File: src/logic/cotd_regs.svh
// Register offsets, field positions, reset values and cycle counts.
`ifndef COTD_REGS_SVH
`define COTD_REGS_SVH

// Register byte offsets on the bus.
`define COTD_OFS_CTRL 8'h00
`define COTD_OFS_SRC 8'h04
`define COTD_OFS_DST 8'h08
`define COTD_OFS_SRIN 8'h0C
`define COTD_OFS_RES 8'h10
`define COTD_OFS_SROUT 8'h14
`define COTD_OFS_TIME 8'h18
`define COTD_OFS_STAT 8'h1C

// Control register fields.
`define COTD_F_OP 2:0
`define COTD_F_BYTE 3
`define COTD_F_DESC 13:4
`define COTD_F_START 16
`define COTD_CTRL_W 14
`define COTD_CTRL_RST 14'h0000

// Status register bit positions and reset value.
`define COTD_SR_C 0
`define COTD_SR_Z 1
`define COTD_SR_N 2
`define COTD_SR_GIE 3
`define COTD_SR_CORE_OFF_BIT 4
`define COTD_SR_OSCILLATOR_OFF_BIT 5
`define COTD_SR_V 8
`define COTD_SR_RST 16'h0000

// Unit status register fields.
`define COTD_ST_BUSY 0
`define COTD_ST_DONE 1
`define COTD_ST_UNDEF 2
`define COTD_ST_WROTE 3

// Cycle counts and instruction lengths in main clock cycles and words.
`define COTD_CYC_1 3'h1
`define COTD_CYC_2 3'h2
`define COTD_CYC_3 3'h3
`define COTD_CYC_4 3'h4
`define COTD_CYC_5 3'h5
`define COTD_CYC_6 3'h6
`define COTD_LEN_0 2'h0
`define COTD_LEN_1 2'h1
`define COTD_LEN_2 2'h2
`define COTD_LEN_3 2'h3

`endif

File: src/logic/cotd_pkg.sv
// Types shared by the op unit and its timing lookup.
package cotd_pkg;

  typedef enum logic [2:0] {
    alu_none, byte_swap_op, sign_extend_op, test_zero_op, xor_op
  } cotd_alu_t;

  typedef enum logic [1:0] {
    fmt_single, fmt_jump, fmt_double, fmt_event
  } cotd_fmt_t;

  // The shift class covers arith_right_shift_op, rotate_right_carry_op,
  // byte_swap_op and sign_extend_op, which share one timing column.
  typedef enum logic [1:0] {cls_shift, cls_push, cls_call} cotd_cls_t;

  typedef enum logic [1:0] {
    ev_return_from_interrupt_op, ev_irq_accept, ev_watchdog_timer_reset,
    ev_pin_reset
  } cotd_ev_t;

  typedef enum logic [2:0] {
    src_reg, src_ind, src_ainc, src_imm, src_idx, src_sym, src_abs
  } cotd_src_t;

  typedef enum logic [2:0] {
    dst_reg, dst_program_counter, dst_idx, dst_sym, dst_abs
  } cotd_dst_t;

  typedef enum logic {st_idle, st_exec} cotd_state_t;

  typedef struct packed {
    cotd_fmt_t fmt;
    logic [1:0] sub;
    cotd_src_t src;
    cotd_dst_t dst;
  } cotd_desc_t;

  typedef struct packed {
    logic valid;
    logic [2:0] cycles;
    logic [1:0] words;
    logic undef;
  } cotd_time_t;

  typedef struct packed {
    logic cyc;
    logic stb;
    logic we;
    logic [7:0] adr;
    logic [3:0] sel;
    logic [31:0] dat;
  } cotd_wb_req_t;

  typedef struct packed {
    logic ack;
    logic [31:0] dat;
  } cotd_wb_rsp_t;

endpackage

File: src/logic/cotd_timing.sv
// Cycle count and word length lookup by format and addressing modes.
`timescale 1ns/1ps
`default_nettype none
`include "cotd_regs.svh"

module cotd_timing (
  input wire cotd_pkg::cotd_desc_t desc_in,
  output cotd_pkg::cotd_time_t time_out
);

  logic mem_dst;
  logic long_src;
  logic [2:0] cyc;
  logic [1:0] wrd;
  logic undef;

  // Timing depends on format, class and modes only, never on the operation.
  always_comb begin
    mem_dst = !(desc_in.dst inside {cotd_pkg::dst_reg,
                                    cotd_pkg::dst_program_counter});
    long_src = desc_in.src inside {cotd_pkg::src_imm, cotd_pkg::src_idx,
                                   cotd_pkg::src_sym, cotd_pkg::src_abs};
    cyc = `COTD_CYC_2;
    wrd = `COTD_LEN_1;
    undef = 1'b0;
    case (desc_in.fmt)
      cotd_pkg::fmt_single: begin
        wrd = long_src ? `COTD_LEN_2 : `COTD_LEN_1;
        case (desc_in.sub)
          cotd_pkg::cls_push: begin
            if (desc_in.src == cotd_pkg::src_reg) cyc = `COTD_CYC_3;
            else if (desc_in.src == cotd_pkg::src_ind) cyc = `COTD_CYC_4;
            else if (desc_in.src == cotd_pkg::src_imm) cyc = `COTD_CYC_4;
            else cyc = `COTD_CYC_5;
          end
          cotd_pkg::cls_call: begin
            if (desc_in.src inside {cotd_pkg::src_reg, cotd_pkg::src_ind})
              cyc = `COTD_CYC_4;
            else cyc = `COTD_CYC_5;
          end
          default: begin
            // Immediate destination is undefined; it is timed as long.
            undef = (desc_in.src == cotd_pkg::src_imm);
            if (desc_in.src == cotd_pkg::src_reg) cyc = `COTD_CYC_1;
            else if (!long_src) cyc = `COTD_CYC_3;
            else cyc = `COTD_CYC_4;
          end
        endcase
      end
      cotd_pkg::fmt_jump: begin
        cyc = `COTD_CYC_2;
        wrd = `COTD_LEN_1;
      end
      cotd_pkg::fmt_double: begin
        if (desc_in.src == cotd_pkg::src_reg) begin
          cyc = mem_dst ? `COTD_CYC_4 :
                (desc_in.dst == cotd_pkg::dst_reg) ? `COTD_CYC_1 :
                `COTD_CYC_2;
          wrd = mem_dst ? `COTD_LEN_2 : `COTD_LEN_1;
        end else if (desc_in.src inside {cotd_pkg::src_ind,
                                         cotd_pkg::src_ainc}) begin
          cyc = mem_dst ? `COTD_CYC_5 :
                (desc_in.dst == cotd_pkg::dst_program_counter &&
                 desc_in.src == cotd_pkg::src_ainc) ? `COTD_CYC_3 :
                `COTD_CYC_2;
          wrd = mem_dst ? `COTD_LEN_2 : `COTD_LEN_1;
        end else if (desc_in.src == cotd_pkg::src_imm) begin
          cyc = mem_dst ? `COTD_CYC_5 :
                (desc_in.dst == cotd_pkg::dst_reg) ? `COTD_CYC_2 :
                `COTD_CYC_3;
          wrd = mem_dst ? `COTD_LEN_3 : `COTD_LEN_2;
        end else begin
          cyc = mem_dst ? `COTD_CYC_6 : `COTD_CYC_3;
          wrd = mem_dst ? `COTD_LEN_3 : `COTD_LEN_2;
        end
      end
      default: begin
        wrd = `COTD_LEN_0;
        case (desc_in.sub)
          cotd_pkg::ev_return_from_interrupt_op: begin
            cyc = `COTD_CYC_5;
            wrd = `COTD_LEN_1;
          end
          cotd_pkg::ev_irq_accept: cyc = `COTD_CYC_6;
          default: cyc = `COTD_CYC_4;
        endcase
      end
    endcase
    time_out = '{valid: 1'b0, cycles: cyc, words: wrd, undef: undef};
  end

endmodule // cotd_timing
`default_nettype wire

File: src/logic/cotd_top.sv
// Op unit: swap, sign extend, test and xor with per-instruction timing.
`timescale 1ns/1ps
`default_nettype none
`include "cotd_regs.svh"

// Functional notes
// - Byte swap exchanges bits 15:8 with bits 7:0 and writes back.
// - Byte swap leaves negative, zero, carry and overflow untouched.
// - Sign extend copies bit 7 into bits 15:8, keeps low byte.
// - Sign extend sets N and Z from result, C is not Z, V clear.
// - Test adds all-ones plus one for flags only; destination kept.
// - Test sets N and Z from operand, sets carry, clears overflow.
// - Xor combines source and destination into destination; source kept.
// - Xor sets N from result msb, Z when zero, C is not Z.
// - Xor overflow set only when both operands were negative.
// - Oscillator-off, core-off and interrupt-enable bits never change.
// - Timing follows format, class and modes only, in main clock cycles.
// - Return 5 cycles 1 word; interrupt 6; both resets 4 cycles.
// - Short modes one word: shift 1,3,3; push 3,4,5; call 4,4,5.
// - Long single-operand modes two words: shift 4; push 4 or 5; call 5.
// - Every jump is one word and exactly two cycles.
// - Register source: 1 to register, 2 to counter, 4 two words to memory.
// - Indirect source: 2 cycles, counter 3 if autoincrement, memory 5.
// - Immediate source: register 2, counter 3, memory 5 cycles three words.
// - Indexed-like source: register or counter 3, memory 6, three words.
module cotd_top (
  input wire logic clk_in,
  input wire logic rst_b_in,
  input wire cotd_pkg::cotd_wb_req_t wb_req_in,
  output cotd_pkg::cotd_wb_rsp_t wb_rsp_out,
  output cotd_pkg::cotd_time_t time_out,
  output logic busy_out
);

  logic ack_q;
  logic [31:0] rdat_q;
  cotd_pkg::cotd_time_t time_q;
  cotd_pkg::cotd_time_t look;
  cotd_pkg::cotd_state_t state_q;
  logic [`COTD_CTRL_W-1:0] ctrl_q;
  logic [15:0] src_q;
  logic [15:0] dst_q;
  logic [15:0] sr_in_q;
  logic [15:0] res_q;
  logic [15:0] sr_out_q;
  logic [2:0] cnt_q;
  logic go_q;
  logic busy_q;
  logic done_q;
  logic undef_q;
  logic wrote_q;
  logic req;
  logic wr_hit;
  logic lock;
  logic start;
  logic commit;

  // Operation result and flag candidates.
  logic [15:0] res_d;
  logic flag_n;
  logic flag_z;
  logic flag_c;
  logic flag_v;
  logic flags_upd;
  logic dst_upd;
  logic [16:0] tsum_w;
  logic [8:0] tsum_b;
  logic [15:0] xr;
  logic byte_md;
  cotd_pkg::cotd_alu_t op;

  // The bus request is live while both cycle and strobe are high.
  assign req = wb_req_in.cyc & wb_req_in.stb;
  // Writes land on the edge at which the master sees ack high.
  assign wr_hit = req & wb_req_in.we & ack_q;
  // Operands and control are frozen while an operation runs.
  assign lock = go_q | busy_q;
  assign start = wr_hit & (wb_req_in.adr == `COTD_OFS_CTRL) &
                 wb_req_in.sel[2] & wb_req_in.dat[`COTD_F_START] & ~lock;
  assign commit = (state_q == cotd_pkg::st_exec) && (cnt_q == `COTD_CYC_1);
  assign op = cotd_pkg::cotd_alu_t'(ctrl_q[`COTD_F_OP]);
  assign byte_md = ctrl_q[`COTD_F_BYTE];

  // Ack and read data live in separate flops so each has one driver.
  assign wb_rsp_out = '{ack: ack_q, dat: rdat_q};
  assign time_out = time_q;
  assign busy_out = busy_q;

  // Timing lookup on the stored descriptor.
  cotd_timing u_timing (
    .desc_in(cotd_pkg::cotd_desc_t'(ctrl_q[`COTD_F_DESC])),
    .time_out(look)
  );

  // Operation datapath; only N, Z, C and V are ever computed.
  always_comb begin
    tsum_w = {1'b0, dst_q} + 17'h0FFFF + 17'h00001;
    tsum_b = {1'b0, dst_q[7:0]} + 9'h0FF + 9'h001;
    xr = src_q ^ dst_q;
    res_d = dst_q;
    flag_n = sr_in_q[`COTD_SR_N];
    flag_z = sr_in_q[`COTD_SR_Z];
    flag_c = sr_in_q[`COTD_SR_C];
    flag_v = sr_in_q[`COTD_SR_V];
    flags_upd = 1'b0;
    dst_upd = 1'b0;
    case (op)
      cotd_pkg::byte_swap_op: begin
        // Word only; flags keep their incoming values.
        res_d = {dst_q[7:0], dst_q[15:8]};
        dst_upd = 1'b1;
      end
      cotd_pkg::sign_extend_op: begin
        res_d = {{8{dst_q[7]}}, dst_q[7:0]};
        dst_upd = 1'b1;
        flags_upd = 1'b1;
        flag_n = res_d[15];
        flag_z = (res_d == 16'h0000);
        flag_c = ~flag_z;
        flag_v = 1'b0;
      end
      cotd_pkg::test_zero_op: begin
        // The sum only feeds the flags, the destination is never written.
        flags_upd = 1'b1;
        if (byte_md) begin
          flag_n = tsum_b[7];
          flag_z = (tsum_b[7:0] == 8'h00);
        end else begin
          flag_n = tsum_w[15];
          flag_z = (tsum_w[15:0] == 16'h0000);
        end
        flag_c = 1'b1;
        flag_v = 1'b0;
      end
      cotd_pkg::xor_op: begin
        dst_upd = 1'b1;
        flags_upd = 1'b1;
        if (byte_md) begin
          // A byte result clears the upper byte of the target.
          res_d = {8'h00, xr[7:0]};
          flag_n = xr[7];
          flag_z = (xr[7:0] == 8'h00);
          flag_v = src_q[7] & dst_q[7];
        end else begin
          res_d = xr;
          flag_n = xr[15];
          flag_z = (xr == 16'h0000);
          flag_v = src_q[15] & dst_q[15];
        end
        flag_c = ~flag_z;
      end
      default: begin
        res_d = dst_q;
      end
    endcase
  end

  // Ack one cycle after the request, dropped the cycle after.
  always_ff @(posedge clk_in or negedge rst_b_in) begin
    if (!rst_b_in) begin
      ack_q <= 1'b0;
    end else begin
      ack_q <= req & ~ack_q;
    end
  end

  // Read data is registered with the ack; unmapped addresses read zero.
  always_ff @(posedge clk_in or negedge rst_b_in) begin
    if (!rst_b_in) begin
      rdat_q <= 32'h00000000;
    end else if (req & ~ack_q & ~wb_req_in.we) begin
      if (wb_req_in.adr == `COTD_OFS_CTRL) begin
        rdat_q <= {18'h00000, ctrl_q};
      end else if (wb_req_in.adr == `COTD_OFS_SRC) begin
        rdat_q <= {16'h0000, src_q};
      end else if (wb_req_in.adr == `COTD_OFS_DST) begin
        rdat_q <= {16'h0000, dst_q};
      end else if (wb_req_in.adr == `COTD_OFS_SRIN) begin
        rdat_q <= {16'h0000, sr_in_q};
      end else if (wb_req_in.adr == `COTD_OFS_RES) begin
        rdat_q <= {16'h0000, res_q};
      end else if (wb_req_in.adr == `COTD_OFS_SROUT) begin
        rdat_q <= {16'h0000, sr_out_q};
      end else if (wb_req_in.adr == `COTD_OFS_TIME) begin
        rdat_q <= {27'h0000000, time_q.cycles, time_q.words};
      end else if (wb_req_in.adr == `COTD_OFS_STAT) begin
        rdat_q <= {28'h0000000, wrote_q, undef_q, done_q, lock};
      end else begin
        rdat_q <= 32'h00000000;
      end
    end else begin
      rdat_q <= 32'h00000000;
    end
  end

  // Control word; the start bit is a strobe and is not stored.
  always_ff @(posedge clk_in or negedge rst_b_in) begin
    if (!rst_b_in) begin
      ctrl_q <= `COTD_CTRL_RST;
    end else if (wr_hit && !lock && wb_req_in.adr == `COTD_OFS_CTRL) begin
      if (wb_req_in.sel[0]) ctrl_q[7:0] <= wb_req_in.dat[7:0];
      if (wb_req_in.sel[1]) begin
        ctrl_q[`COTD_CTRL_W-1:8] <= wb_req_in.dat[`COTD_CTRL_W-1:8];
      end
    end
  end

  // Source operand.
  always_ff @(posedge clk_in or negedge rst_b_in) begin
    if (!rst_b_in) begin
      src_q <= 16'h0000;
    end else if (wr_hit && !lock && wb_req_in.adr == `COTD_OFS_SRC) begin
      if (wb_req_in.sel[0]) src_q[7:0] <= wb_req_in.dat[7:0];
      if (wb_req_in.sel[1]) src_q[15:8] <= wb_req_in.dat[15:8];
    end
  end

  // Destination operand, which a committed result does not overwrite;
  // software reads the result register instead.
  always_ff @(posedge clk_in or negedge rst_b_in) begin
    if (!rst_b_in) begin
      dst_q <= 16'h0000;
    end else if (wr_hit && !lock && wb_req_in.adr == `COTD_OFS_DST) begin
      if (wb_req_in.sel[0]) dst_q[7:0] <= wb_req_in.dat[7:0];
      if (wb_req_in.sel[1]) dst_q[15:8] <= wb_req_in.dat[15:8];
    end
  end

  // Incoming status word.
  always_ff @(posedge clk_in or negedge rst_b_in) begin
    if (!rst_b_in) begin
      sr_in_q <= `COTD_SR_RST;
    end else if (wr_hit && !lock && wb_req_in.adr == `COTD_OFS_SRIN) begin
      if (wb_req_in.sel[0]) sr_in_q[7:0] <= wb_req_in.dat[7:0];
      if (wb_req_in.sel[1]) sr_in_q[15:8] <= wb_req_in.dat[15:8];
    end
  end

  // Start is registered so the lookup sees the freshly written control.
  always_ff @(posedge clk_in or negedge rst_b_in) begin
    if (!rst_b_in) begin
      go_q <= 1'b0;
    end else begin
      go_q <= start;
    end
  end

  // Sequencer: holds busy for exactly the looked-up cycle count.
  always_ff @(posedge clk_in or negedge rst_b_in) begin
    if (!rst_b_in) begin
      state_q <= cotd_pkg::st_idle;
      cnt_q <= 3'h0;
      busy_q <= 1'b0;
    end else begin
      case (state_q)
        cotd_pkg::st_idle: begin
          if (go_q) begin
            state_q <= cotd_pkg::st_exec;
            cnt_q <= look.cycles;
            busy_q <= 1'b1;
          end
        end
        cotd_pkg::st_exec: begin
          if (commit) begin
            state_q <= cotd_pkg::st_idle;
            cnt_q <= 3'h0;
            busy_q <= 1'b0;
          end else begin
            cnt_q <= cnt_q - 3'h1;
          end
        end
        default: begin
          state_q <= cotd_pkg::st_idle;
        end
      endcase
    end
  end

  // Timing report toward the core, with a one-cycle valid strobe.
  always_ff @(posedge clk_in or negedge rst_b_in) begin
    if (!rst_b_in) begin
      time_q <= '{valid: 1'b0, cycles: 3'h0, words: 2'h0, undef: 1'b0};
    end else if (go_q) begin
      time_q <= '{valid: 1'b1, cycles: look.cycles, words: look.words,
                  undef: look.undef};
    end else begin
      time_q.valid <= 1'b0;
    end
  end

  // Result register: the destination value after the operation. A test
  // passes the operand through unchanged.
  always_ff @(posedge clk_in or negedge rst_b_in) begin
    if (!rst_b_in) begin
      res_q <= 16'h0000;
    end else if (commit) begin
      res_q <= dst_upd ? res_d : dst_q;
    end
  end

  // Outgoing status: mode bits always pass from the incoming word.
  always_ff @(posedge clk_in or negedge rst_b_in) begin
    if (!rst_b_in) begin
      sr_out_q <= `COTD_SR_RST;
    end else if (commit) begin
      sr_out_q <= sr_in_q;
      if (flags_upd) begin
        sr_out_q[`COTD_SR_N] <= flag_n;
        sr_out_q[`COTD_SR_Z] <= flag_z;
        sr_out_q[`COTD_SR_C] <= flag_c;
        sr_out_q[`COTD_SR_V] <= flag_v;
      end
    end
  end

  // Sticky done: a commit wins over the clear made by a new start,
  // though the lock keeps the two apart in practice.
  always_ff @(posedge clk_in or negedge rst_b_in) begin
    if (!rst_b_in) begin
      done_q <= 1'b0;
      wrote_q <= 1'b0;
    end else if (commit) begin
      done_q <= 1'b1;
      wrote_q <= dst_upd;
    end else if (go_q) begin
      done_q <= 1'b0;
      wrote_q <= 1'b0;
    end
  end

  // Flags an immediate target on the shift class, which has no
  // defined meaning; the unit still times and runs it.
  always_ff @(posedge clk_in or negedge rst_b_in) begin
    if (!rst_b_in) begin
      undef_q <= 1'b0;
    end else if (go_q) begin
      undef_q <= look.undef;
    end
  end

endmodule // cotd_top
`default_nettype wire

File: config.mk
export PLATFORM = sky130hd
export DESIGN_NAME = cotd_top
export DESIGN_NICKNAME = d
export VERILOG_FILES = /design/src/logic/cotd_pkg.sv /design/src/logic/cotd_timing.sv /design/src/logic/cotd_top.sv
export VERILOG_INCLUDE_DIRS = /design/src /design/src/logic
export SDC_FILE = /design/constraint.sdc
export NUM_CORES = 1
export LEC_CHECK = 0
export BUFFER_PORTS_ARGS = -buffer_cell sky130_fd_sc_hd__buf_2
export CORE_UTILIZATION = 55
export DETAILED_ROUTE_END_ITERATION = 16
export HOLD_SLACK_MARGIN = 0.08
export MAX_ROUTING_LAYER = met4
export PLACE_DENSITY = 0.8
export SLEW_MARGIN = 30
export SYNTH_ARGS = -nofsm -noshare
export SYNTH_HDL_FRONTEND = slang
export SYNTH_SLANG_ARGS = --single-unit
File: constraint.sdc
create_clock -name clk_in -period 5.4 [get_ports clk_in]
set_input_delay 0.81 -clock clk_in [delete_from_list [all_inputs] [get_ports clk_in]]
set_output_delay 0.81 -clock clk_in [all_outputs]
set_load 0.01 [all_outputs]
==> metrics.yaml, run 1 <==
synth:
  ys_seq_elements: 126
  ys_types: 59
  ys_seq_area_frac: 0.4515
  syn-mean-instance-area_um2: 10.31
  synthArstFlopShare: 1.000
  netlist_area_um2: 6983
  synth_edf_count: 0
  ys.flop_type: "dfrtp_1"
  ys_warn_count: 0
  synth_cells: 677
route:
  dr.pass1.iters: 7
  drc: 0
  ant_nets: 0
  drt-total-wl_um: 18840
  avgRoutedWirePerCell_um: 21.24
  viasPerCell: 6.320
  route.vias.total: 5606
  drtIter0Drc: 655
setup_path:
  slowest_stage: "or3_1"
  reg2reg_depth: 5
  regToRegSetupSlack_ps: 2930
  crit_path_cell_trace: "buf_2 > inv_1 > nand3_2 > or3_1 > nor2_8 > mux2_2"
  critPathMaxFanout: 20
  cp-start-kind: "input pin"
  r2r-start: "ctrl_q[0]"
  cp.required_ps: 5700
  critPathKind: "input pin to register"
  r2r_end: "res_q[9]"
  arrival_ps: 3260
  end_kind: "register"
  slowest_delay_ps: 780
layout:
  area_growth_pct: 12.95
  design_area_um2: 7888
  n_antenna_cell: 0
  nets: 763
  n_fill_cell: 990
  drive_gt1_frac: 0.2629
  utilization: 0.6459
  multi_input_area_um2: 3478
  register_area_um2: 3153
global_routing:
  grt_max_degree: 80
  grt_pass1_vias: 5354
  grt-ovfl-total: 0
  grtUsageTotal: 0.3143
  grt_pass1_wl_um: 29650
  antenna_found_initial: 0
clocking:
  clk_pin_slew_ps: 60
  cts_resized: 0
  cts_buffers: 17
  cts_buffer_depth: 2
  insertion_delay_ps: 420
  cts.sinks: 126
  cts_setup_buffers: 0
  root_buffer: "clkbuf_16"
  htreeDepth: 4
  cts_tree: "done"
  holdBufCountCts: 0
placement:
  dp_hpwl_um: 13020
  dpl_cell_area_um2: 7231
  gp_congestion: 0.9420
  io_buffers: 57
floorplan:
  initial_core_util: 0.5718
  num_io_pins: 90
  core_um2: 12210
  die_w_um: 114.7
  dieArea_um2: 13150
  row_count: 40
  die_y_um: 114.7
timing:
  finalSetupViolations: 0
  rsz0062_at_grt: "no"
  tightest_slew_ps: 879.1
  clock_skew_ps: 7.430
  maxSlewViolCount: 0
  max_freq_ghz: 0.3386
  totalNegativeSetupSlack_ps: 0
  hold_violations: 0
  post-route-period-util: 0.5469
  hold_ws_ps: 407.3
  period_needed_ps: 2953
  relSlewSlack: 0.4139
outcome:
  status: "complete, no violations"
power:
  leakage_nw: 3.840
  irDropWorstVdd_uv: 199.5
  power_density_nw_per_um2: 293.9
hold_path:
  hold_path_class: "input pin to asynchronous set/reset pin"
run:
  drv_cap: 0
metal layers:
layer	vias up	routed length, um	track usage
li1	2484	-	-
met1	2763	8182	0.4211
met2	309	8569	0.4626
met3	50	1418	0.05876
met4	0	671	0.1481
met5	-	0	-
synthesized netlist by cell type (3+ instances only):
cell / instances / area share
o211a_1: 9 / 0.013
dfrtp_1: 126 / 0.45
xnor2_1: 5 / 0.0063
xor2_1: 7 / 0.0088
nand3_1: 7 / 0.0050
o221ai_1: 6 / 0.0075
a211oi_1: 11 / 0.012
a21o_1: 8 / 0.0086
nor4_1: 8 / 0.0072
buf_4: 18 / 0.019
inv_1: 19 / 0.010
nor3_4: 5 / 0.012
and3_1: 5 / 0.0045
a311oi_1: 3 / 0.0038
buf_2: 14 / 0.010
o21ai_0: 41 / 0.029
mux2i_1: 26 / 0.037
o22ai_1: 29 / 0.026
a21oi_1: 29 / 0.021
o211ai_1: 7 / 0.0075
o31ai_1: 7 / 0.0075
or3_1: 6 / 0.0054
nor2b_1: 9 / 0.0081
a22o_1: 8 / 0.010
ha_1: 8 / 0.014
nand2_1: 54 / 0.029
nand2b_1: 10 / 0.0090
nor3_1: 5 / 0.0036
nor2_1: 37 / 0.020
clkbuf_1: 32 / 0.017
mux2_2: 79 / 0.13
state kept, by name (all words and copies together), names as in the netlist:
signal	cells
dst_q	16
rdat_q	16
res_q	16
sr_in_q	16
sr_out_q	16
src_q	16
ctrl_q	14
time_out	6
cnt_q	3
ack_q	1
busy_out	1
done_q	1
go_q	1
state_q	1
undef_q	1
wrote_q	1
placed cells by master, fill, tap and decap left out, types with 9 or more instances in the layout:
cell type	synthesis	final
a211oi_1	11	11
a21oi_1	29	29
buf_2	14	56
clkbuf_16	0	17
conb_1	1	16
dfrtp_1	126	126
inv_1	19	19
mux2_2	79	79
mux2i_1	26	26
nand2_1	54	54
nand2b_1	10	10
nor2_1	37	37
nor2b_1	9	9
o211a_1	9	9
o21ai_0	41	41
o22ai_1	29	29
worst max-delay path by stage:
stage,endpoint,depth (start not counted),slack (ps),startpoint
final,ctrl_q[6],6,2450,wb_req_in[39]
after global routing,ctrl_q[4],6,2370,wb_req_in[39]
after CTS,ctrl_q[6],6,2500,wb_req_in[39]
after detailed placement,ctrl_q[6],6,2080,wb_req_in[39]
after global placement,ctrl_q[2],6,2090,wb_req_in[39]
after floorplan,ctrl_q[10],6,3120,wb_req_in[41]
cell type report:
class	instances	share of cell area
multi-input cells	480	0.4410
flip-flops and latches	126	0.3997
clock buffers	19	0.05615
repair buffers	60	0.03982
clock inverters	13	0.02665
well taps	168	0.02665
inverters	21	0.009994
logic make-up (layout without fill, tap and decap cells):
logic type               count (synthesis)  after routing  share of synthesized area
other                                    1             16                  0.0005370
buffers and inverters                   86            113                    0.05841
XOR/XNOR                                12             12                    0.01505
adder cells (fa/ha/maj)                  8              8                    0.01433
flip-flops                             126            126                     0.4515
multiplexers                           106            106                     0.1679
AND/OR/NAND/NOR                        164            164                     0.1288
AO/OA/AOI/OAI                          174            174                     0.1634
worst max-delay path: cells and delay by family:
| family | cells | cell delay, ps |
|---|---|---|
| buf+inv | 2 | 530 |
| simple gates | 3 | 1510 |
| mux | 1 | 370 |
where the power goes:
group	internal [mW]	switching, mW
Clock	0.834	0.436
Combinational	0.0284	0.0702
Sequential	0.947	0.00345
Total	1.81	0.509
through the flow:
| stage | setup slack, ps | total power, mW | cells |
|---|---|---|---|
| after floorplan | 3121 | 1.024 | 692 |
| after global placement | 2093 | 1.061 | 855 |
| after detailed placement | 2076 | 1.064 | 855 |
| after CTS | 2503 | 2.324 | 887 |
| after global routing | 2373 | 2.379 | 887 |
| final | 2447 | 2.319 | 887 |
No activity file was read; power rests on OpenSTA's default activity.
==> inputs of run 2 (changes only) <==
--- a/config.mk
+++ b/config.mk
@@ -7,11 +7,11 @@
 export NUM_CORES = 1
 export LEC_CHECK = 0
 export BUFFER_PORTS_ARGS = -buffer_cell sky130_fd_sc_hd__buf_2
-export CORE_UTILIZATION = 55
+export CORE_UTILIZATION = 53
 export DETAILED_ROUTE_END_ITERATION = 16
 export HOLD_SLACK_MARGIN = 0.08
 export MAX_ROUTING_LAYER = met4
-export PLACE_DENSITY = 0.8
+export PLACE_DENSITY = 0.81
 export SLEW_MARGIN = 30
 export SYNTH_ARGS = -nofsm -noshare
 export SYNTH_HDL_FRONTEND = slang
==> constraint.sdc (replaced) <==
create_clock -name clk_in -period 2.65 [get_ports clk_in]
set_input_delay 0.3975 -clock clk_in [delete_from_list [all_inputs] [get_ports clk_in]]
set_output_delay 0.3975 -clock clk_in [all_outputs]
set_load 0.01 [all_outputs]
==> run 2 against run 1 <==
Compared with the run above:
- routed wire length grew 4.4%
- first-iteration DRC count shrank 4.1%
- register-to-register slack lost 2400 ps
- worst setup slack lost 2000 ps
- cell area grew 2.6%
- combinational power grew 120%
- highest routed layer unchanged
- die area grew 3.7%
- critical path type is now register to register
==> metrics.yaml, run 2 (synthesized netlist as in run 1, its figures left out) <==
layout:
  multi_input_area_um2: 3478  # unchanged
  final_common_cell: "dfrtp_1"
  most-common-layout-cells: "126 x dfrtp_1, 79 x mux2_2, 56 x buf_2"
  nets: 789  # +3.4%
  area_growth_pct: 15.84
  drive_gt1_frac: 0.2863  # +0.02343
  register_area_um2: 3153  # unchanged
  n_fill_cell: 1002  # +1.2%
  n_antenna_cell: 0  # unchanged
clocking:
  root_buffer: "clkbuf_16"
  cts_resized: 0  # unchanged
  cts_buffers: 17  # unchanged
  clk_pin_slew_ps: 60  # about the same
  cts_buffer_depth: 2  # unchanged
  cts_setup_buffers: 0  # unchanged
  htreeDepth: 4  # unchanged
  insertion_delay_ps: 420  # about the same
  cts_tree: "done"
  cts.sinks: 126  # unchanged
global_routing:
  antenna_found_initial: 0  # unchanged
  grt_pass1_vias: 5614  # +4.9%
  grt_max_degree: 53  # -34%
  grtUsageTotal: 0.3099  # -0.004350
  grt-ovfl-total: 0  # unchanged
  grt_pass1_wl_um: 30250  # +2.0%
floorplan:
  die_y_um: 116.8  # +1.8%
  die_w_um: 116.8  # +1.8%
  num_io_pins: 90  # unchanged
  core_um2: 12720  # +4.2%
  row_count: 41  # +2.5%
  initial_core_util: 0.5489  # -0.02294
  dieArea_um2: 13640  # +3.7%
run:
  drv_cap: 0  # unchanged
route:
  drtIter0Drc: 628  # -4.1%
  drt-total-wl_um: 19680  # +4.4%
  avgRoutedWirePerCell_um: 21.48  # +1.1%
  dr.pass1.iters: 6  # -1
  drc: 0  # unchanged
  viasPerCell: 6.301  # -0.30%
  route.vias.total: 5772  # +3.0%
  ant_nets: 0  # unchanged
power:
  p_sw_mw: 1.056  # +110%
  p_clk_frac: 0.544  # -0.003
  comb_power_share: 0.046  # +0.003
  power_frac_seq: 0.410  # about the same
  power_density_nw_per_um2: 583.9  # +99%
  swShare: 0.2235  # +0.003814
  internal_power_mw: 3.668  # +100%
  power_mw: 4.723  # +100%
  leakage_nw: 3.963  # +3.2%
  irDropWorstVdd_uv: 393.3  # +97%
setup_path:
  r2r-start: "busy_out"
  end_kind: "register"
  slowest_delay_ps: 500  # -280 ps
  reg2reg_depth: 4  # -1
  cp.required_ps: 2940  # -2760 ps
  regToRegSetupSlack_ps: 490  # -2440 ps
  crit_path_cell_trace: "nor4_4 > nand3_1 > nor3_4 > mux2_2"
  crit_start: "busy_out"
  critPathKind: "register to register"
  cp-start-kind: "register"
  crit_family: "simple AND/OR/NAND/NOR gates"
  slowest_stage: "nor4_4"
  r2r_end: "src_q[11]"
  arrival_ps: 2460  # -800 ps
  critPathMaxFanout: 8  # -60%
  path_buf_inv: 0  # -2
hold_path:
  hold_path_class: "input pin to register"
  min_from: "wb_req_in[34]"
  whs_path_depth: 3
  min_to: "go_q"
timing:
  post-route-period-util: 0.8163
  hold_violations: 0  # unchanged
  period_needed_ps: 2163
  relSlewSlack: 0.4576  # +0.04373
  hold_ws_ps: 223.6  # -183.7 ps
  finalSetupViolations: 0  # unchanged
  tightest_slew_ps: 808.1  # -71.02 ps
  totalNegativeSetupSlack_ps: 0  # unchanged
  rsz0062_at_grt: "no"
  clock_skew_ps: 9.590  # +2.160 ps
  max_freq_ghz: 0.4623
  maxSlewViolCount: 0  # unchanged
placement:
  io_buffers: 57  # unchanged
  gp_congestion: 0.9726  # +3.2%
  dp_hpwl_um: 13740  # +5.6%
outcome:
  status: "complete, no violations"
## run 2: cell types whose count changed in the layout (fill, tap and decap cells not counted), sizes merged
cell         delta
buf            +25
clkbuf          -1
inv             -1
clkinv          +1
dlygate4sd3     +1
## run 2: cell type report
class	count	area share
Sequential cell	126	0.3898
Clock inverter	13	0.02645
Inverter	21	0.009745
Multi-Input combinational cell	480	0.4300
Timing Repair Buffer	86	0.06435
Tap cell	172	0.02660
Clock buffer	18	0.05305
## run 2: per-layer routing
metal,share of wire,wire length [um],GRT usage
met5,0,0,-
met4,0.033,648,0.1249
met3,0.076,1487,0.05252
met2,0.47,9328,0.4852
met1,0.42,8215,0.4025
## run 2: worst min-delay path, stage by stage
cell and delay [ps]:
buf_2 100, nand3_1 70, nor2_1 40
## run 2: power by group through the flow
stage | Sequential, mW | Clock (mW) | Combinational [mW]
after floorplan | 1.97 | 0 | 0.118
after global placement | 1.97 | 0 | 0.204
after detailed placement | 1.97 | 0 | 0.211
after CTS | 1.94 | 2.57 | 0.216
after global routing | 1.94 | 2.64 | 0.239
final | 1.94 | 2.57 | 0.218
## run 2: how the worst max path moves through the flow
stage                       endpoint  slack, ps  depth (start not counted)
after floorplan           ctrl_q[10]        780                          6
after global routing       src_q[11]        400                          4
final                      src_q[11]        490                          4
after global placement     dst_q[15]        370                          6
after CTS                  src_q[11]        480                          4
after detailed placement    dst_q[8]        280                          6
## run 2: metrics by stage
step                      setup slack, ps  utilization  cell area (um^2)  std cells
after floorplan                     783.4            -              7039        692
after global placement              365.8       0.5845              7436        884
after detailed placement            276.3       0.5845              7436        884
after CTS                           477.7       0.6358              8089        916
after global routing                401.0       0.6358              8089        916
final                               486.9       0.6358              8089        916
## run 2: what timing repair did
action | CTS | global route
hold endpoints to repair | 39 | 0
setup endpoints to repair | 0 | 0
hold buffers | 1 | 0
==> inputs of run 3 (changes only) <==
==> constraint.sdc (replaced) <==
create_clock -name clk_in -period 1.8 [get_ports clk_in]
set_input_delay 0.27 -clock clk_in [delete_from_list [all_inputs] [get_ports clk_in]]
set_output_delay 0.27 -clock clk_in [all_outputs]
set_load 0.01 [all_outputs]
==> run 3 against run 2 <==
Compared with the run above:
- the run now ends with negative setup slack left
- clock power is 33% higher
- sequential share of layout area is 2.5 points lower
- die area stayed put
- flip-flop and latch count stayed put
- via count is 5.0% higher
- critical path type unchanged
- cell area is 7.0% higher
- cell count is 5.0% higher
- sequential power is 47% higher
- non-clock buffer count is 45 higher
==> metrics.yaml, run 3 (synthesized netlist as in run 1, its figures left out) <==
outcome:
  status: "finished with violations"
  violations: "negative setup slack"
setup_path:
  critPathKind: "register to register"
  cp.required_ps: 2120  # -820 ps
  reg2reg_depth: 6  # +2
  r2r_end: "src_q[7]"
  cp-start-kind: "register"
  r2r-start: "busy_out"
  end_kind: "register"
  critPathMaxFanout: 8  # unchanged
  arrival_ps: 2150  # -310 ps
  regToRegSetupSlack_ps: -30  # -520 ps
hold_path:
  min_from: "wb_req_in[34]"
  whs_path_depth: 3  # unchanged
  min_to: "go_q"
  hold_path_class: "input pin to register"
timing:
  period_needed_ps: 1834  # -328.8 ps
  clock_skew_ps: 6.374  # -3.216 ps
  max_freq_ghz: 0.5452  # +18%
  rsz0062_at_grt: "yes"
  layout_setup_ws_ps: -34.34  # -521.2 ps
  finalSetupViolations: 22  # +22
  post-route-period-util: 1.019  # +0.2028
  maxSlewViolCount: 0  # unchanged
  hold_violations: 0  # unchanged
layout:
  most-common-layout-cells: "124 x dfrtp_1, 62 x mux2_2, 62 x buf_4"
  final_common_cell: "dfrtp_1"
  design_area_um2: 8658  # +7.0%
  drive_gt1_frac: 0.3443  # +0.05801
  area_growth_pct: 23.99
  layoutNonFillerInstCount: 962  # +5.0%
  nets: 834  # +5.7%
  n_antenna_cell: 0  # unchanged
floorplan:
  row_count: 41  # unchanged
  die_w_um: 116.8  # unchanged
  num_io_pins: 90  # unchanged
  dieArea_um2: 13640  # unchanged
  core_um2: 12720  # unchanged
  initial_core_util: 0.5489  # unchanged
  die_y_um: 116.8  # unchanged
clocking:
  cts_buffer_depth: 2  # unchanged
  cts_tree: "done"
  root_buffer: "clkbuf_16"
  htreeDepth: 4  # unchanged
  insertion_delay_ps: 430  # about the same
  clk_pin_slew_ps: 60  # about the same
  cts_buffers: 17  # unchanged
  cts.sinks: 126  # unchanged
power:
  power_mw: 6.645  # +41%
  irDropWorstVdd_uv: 554.8  # +41%
  leakage_nw: 4.226  # +6.7%
  power_density_nw_per_um2: 767.5  # +31%
global_routing:
  grt-ovfl-total: 0  # unchanged
  grt_pass1_wl_um: 31400  # +3.8%
  grt_pass1_vias: 5898  # +5.1%
  grtUsageTotal: 0.3260  # +0.01607
  antenna_found_initial: 0  # unchanged
  grt_max_degree: 51  # -3.8%
placement:
  gp_congestion: 0.9918  # +2.0%
  dp.cells: 926  # +4.8%
  dp_hpwl_um: 14460  # +5.2%
  io_buffers: 57  # unchanged
  dpl_cell_area_um2: 7880  # +6.0%
route:
  route.vias.total: 6063  # +5.0%
  drc: 0  # unchanged
  viasPerCell: 6.302  # about the same
  dr.pass1.iters: 5  # -1
  ant_nets: 0  # unchanged
  avgRoutedWirePerCell_um: 21.44  # -0.22%
  drt-total-wl_um: 20620  # +4.8%
  drtIter0Drc: 741  # +18%
run:
  drv_cap: 0  # unchanged
run 3: cell type report:
class,count,area (um^2)
fillers,941,4064
multi-input cells,480,3636
flip-flops and latches,126,3156
repair buffers,131,987.2
clock buffers,20,436.7
well taps,172,215.2
clock inverters,12,145.1
inverters,21,82.58
run 3: worst max-delay path by stage:
stage	from	end	cells past startpoint	slack, ps
after floorplan	busy_out	dst_q[0]	4	-10
after global placement	wb_req_in[41]	ctrl_q[2]	6	-130
after detailed placement	wb_req_in[41]	ctrl_q[3]	6	-160
after CTS	busy_out	src_q[7]	6	-50
after global routing	busy_out	src_q[7]	6	-110
final	busy_out	src_q[7]	6	-30
run 3: per-layer routing:
layer | global-route usage | vias up | part of all wire
li1 | - | 2624 | -
met1 | 0.4032 | 2949 | 0.39
met2 | 0.5006 | 400 | 0.47
met3 | 0.07415 | 90 | 0.089
met4 | 0.1713 | 0 | 0.042
met5 | - | - | 0
run 3: power by group:
part	switching (mW)	internal (mW)	total (mW)
clock	1.28	2.16	3.43
combinational	0.239	0.124	0.362
sequential	0.00715	2.84	2.85
run 3: critical path, cell delays in order (launching register included):
cell,delay [ps]
dfrtp_2,420
nor4_4,280
buf_6,180
nand3_4,110
nor3_4,220
buf_12,170
mux2_2,340
run 3: what timing repair did:
item	4_1_cts	5_1_grt
resized for setup	17	20
buffers inserted	0	3
setup endpoints to repair	52	65
hold endpoints to repair	99	0
pin swaps	3	5
hold buffers	1	0
run 3: metrics by stage:
step	worst slack, ps	TNS, ps	utilization	hold slack [ps]
CTS	-45.68	-683.2	0.6714	89.20
finish	-34.34	-403.8	0.6806	86.45
global route	-105.0	-2465	0.6806	96.97
floorplan	-14.35	-131.3	-	-25.59
global placement	-127.9	-2192	0.6194	177.0
detailed placement	-162.5	-3841	0.6194	177.8
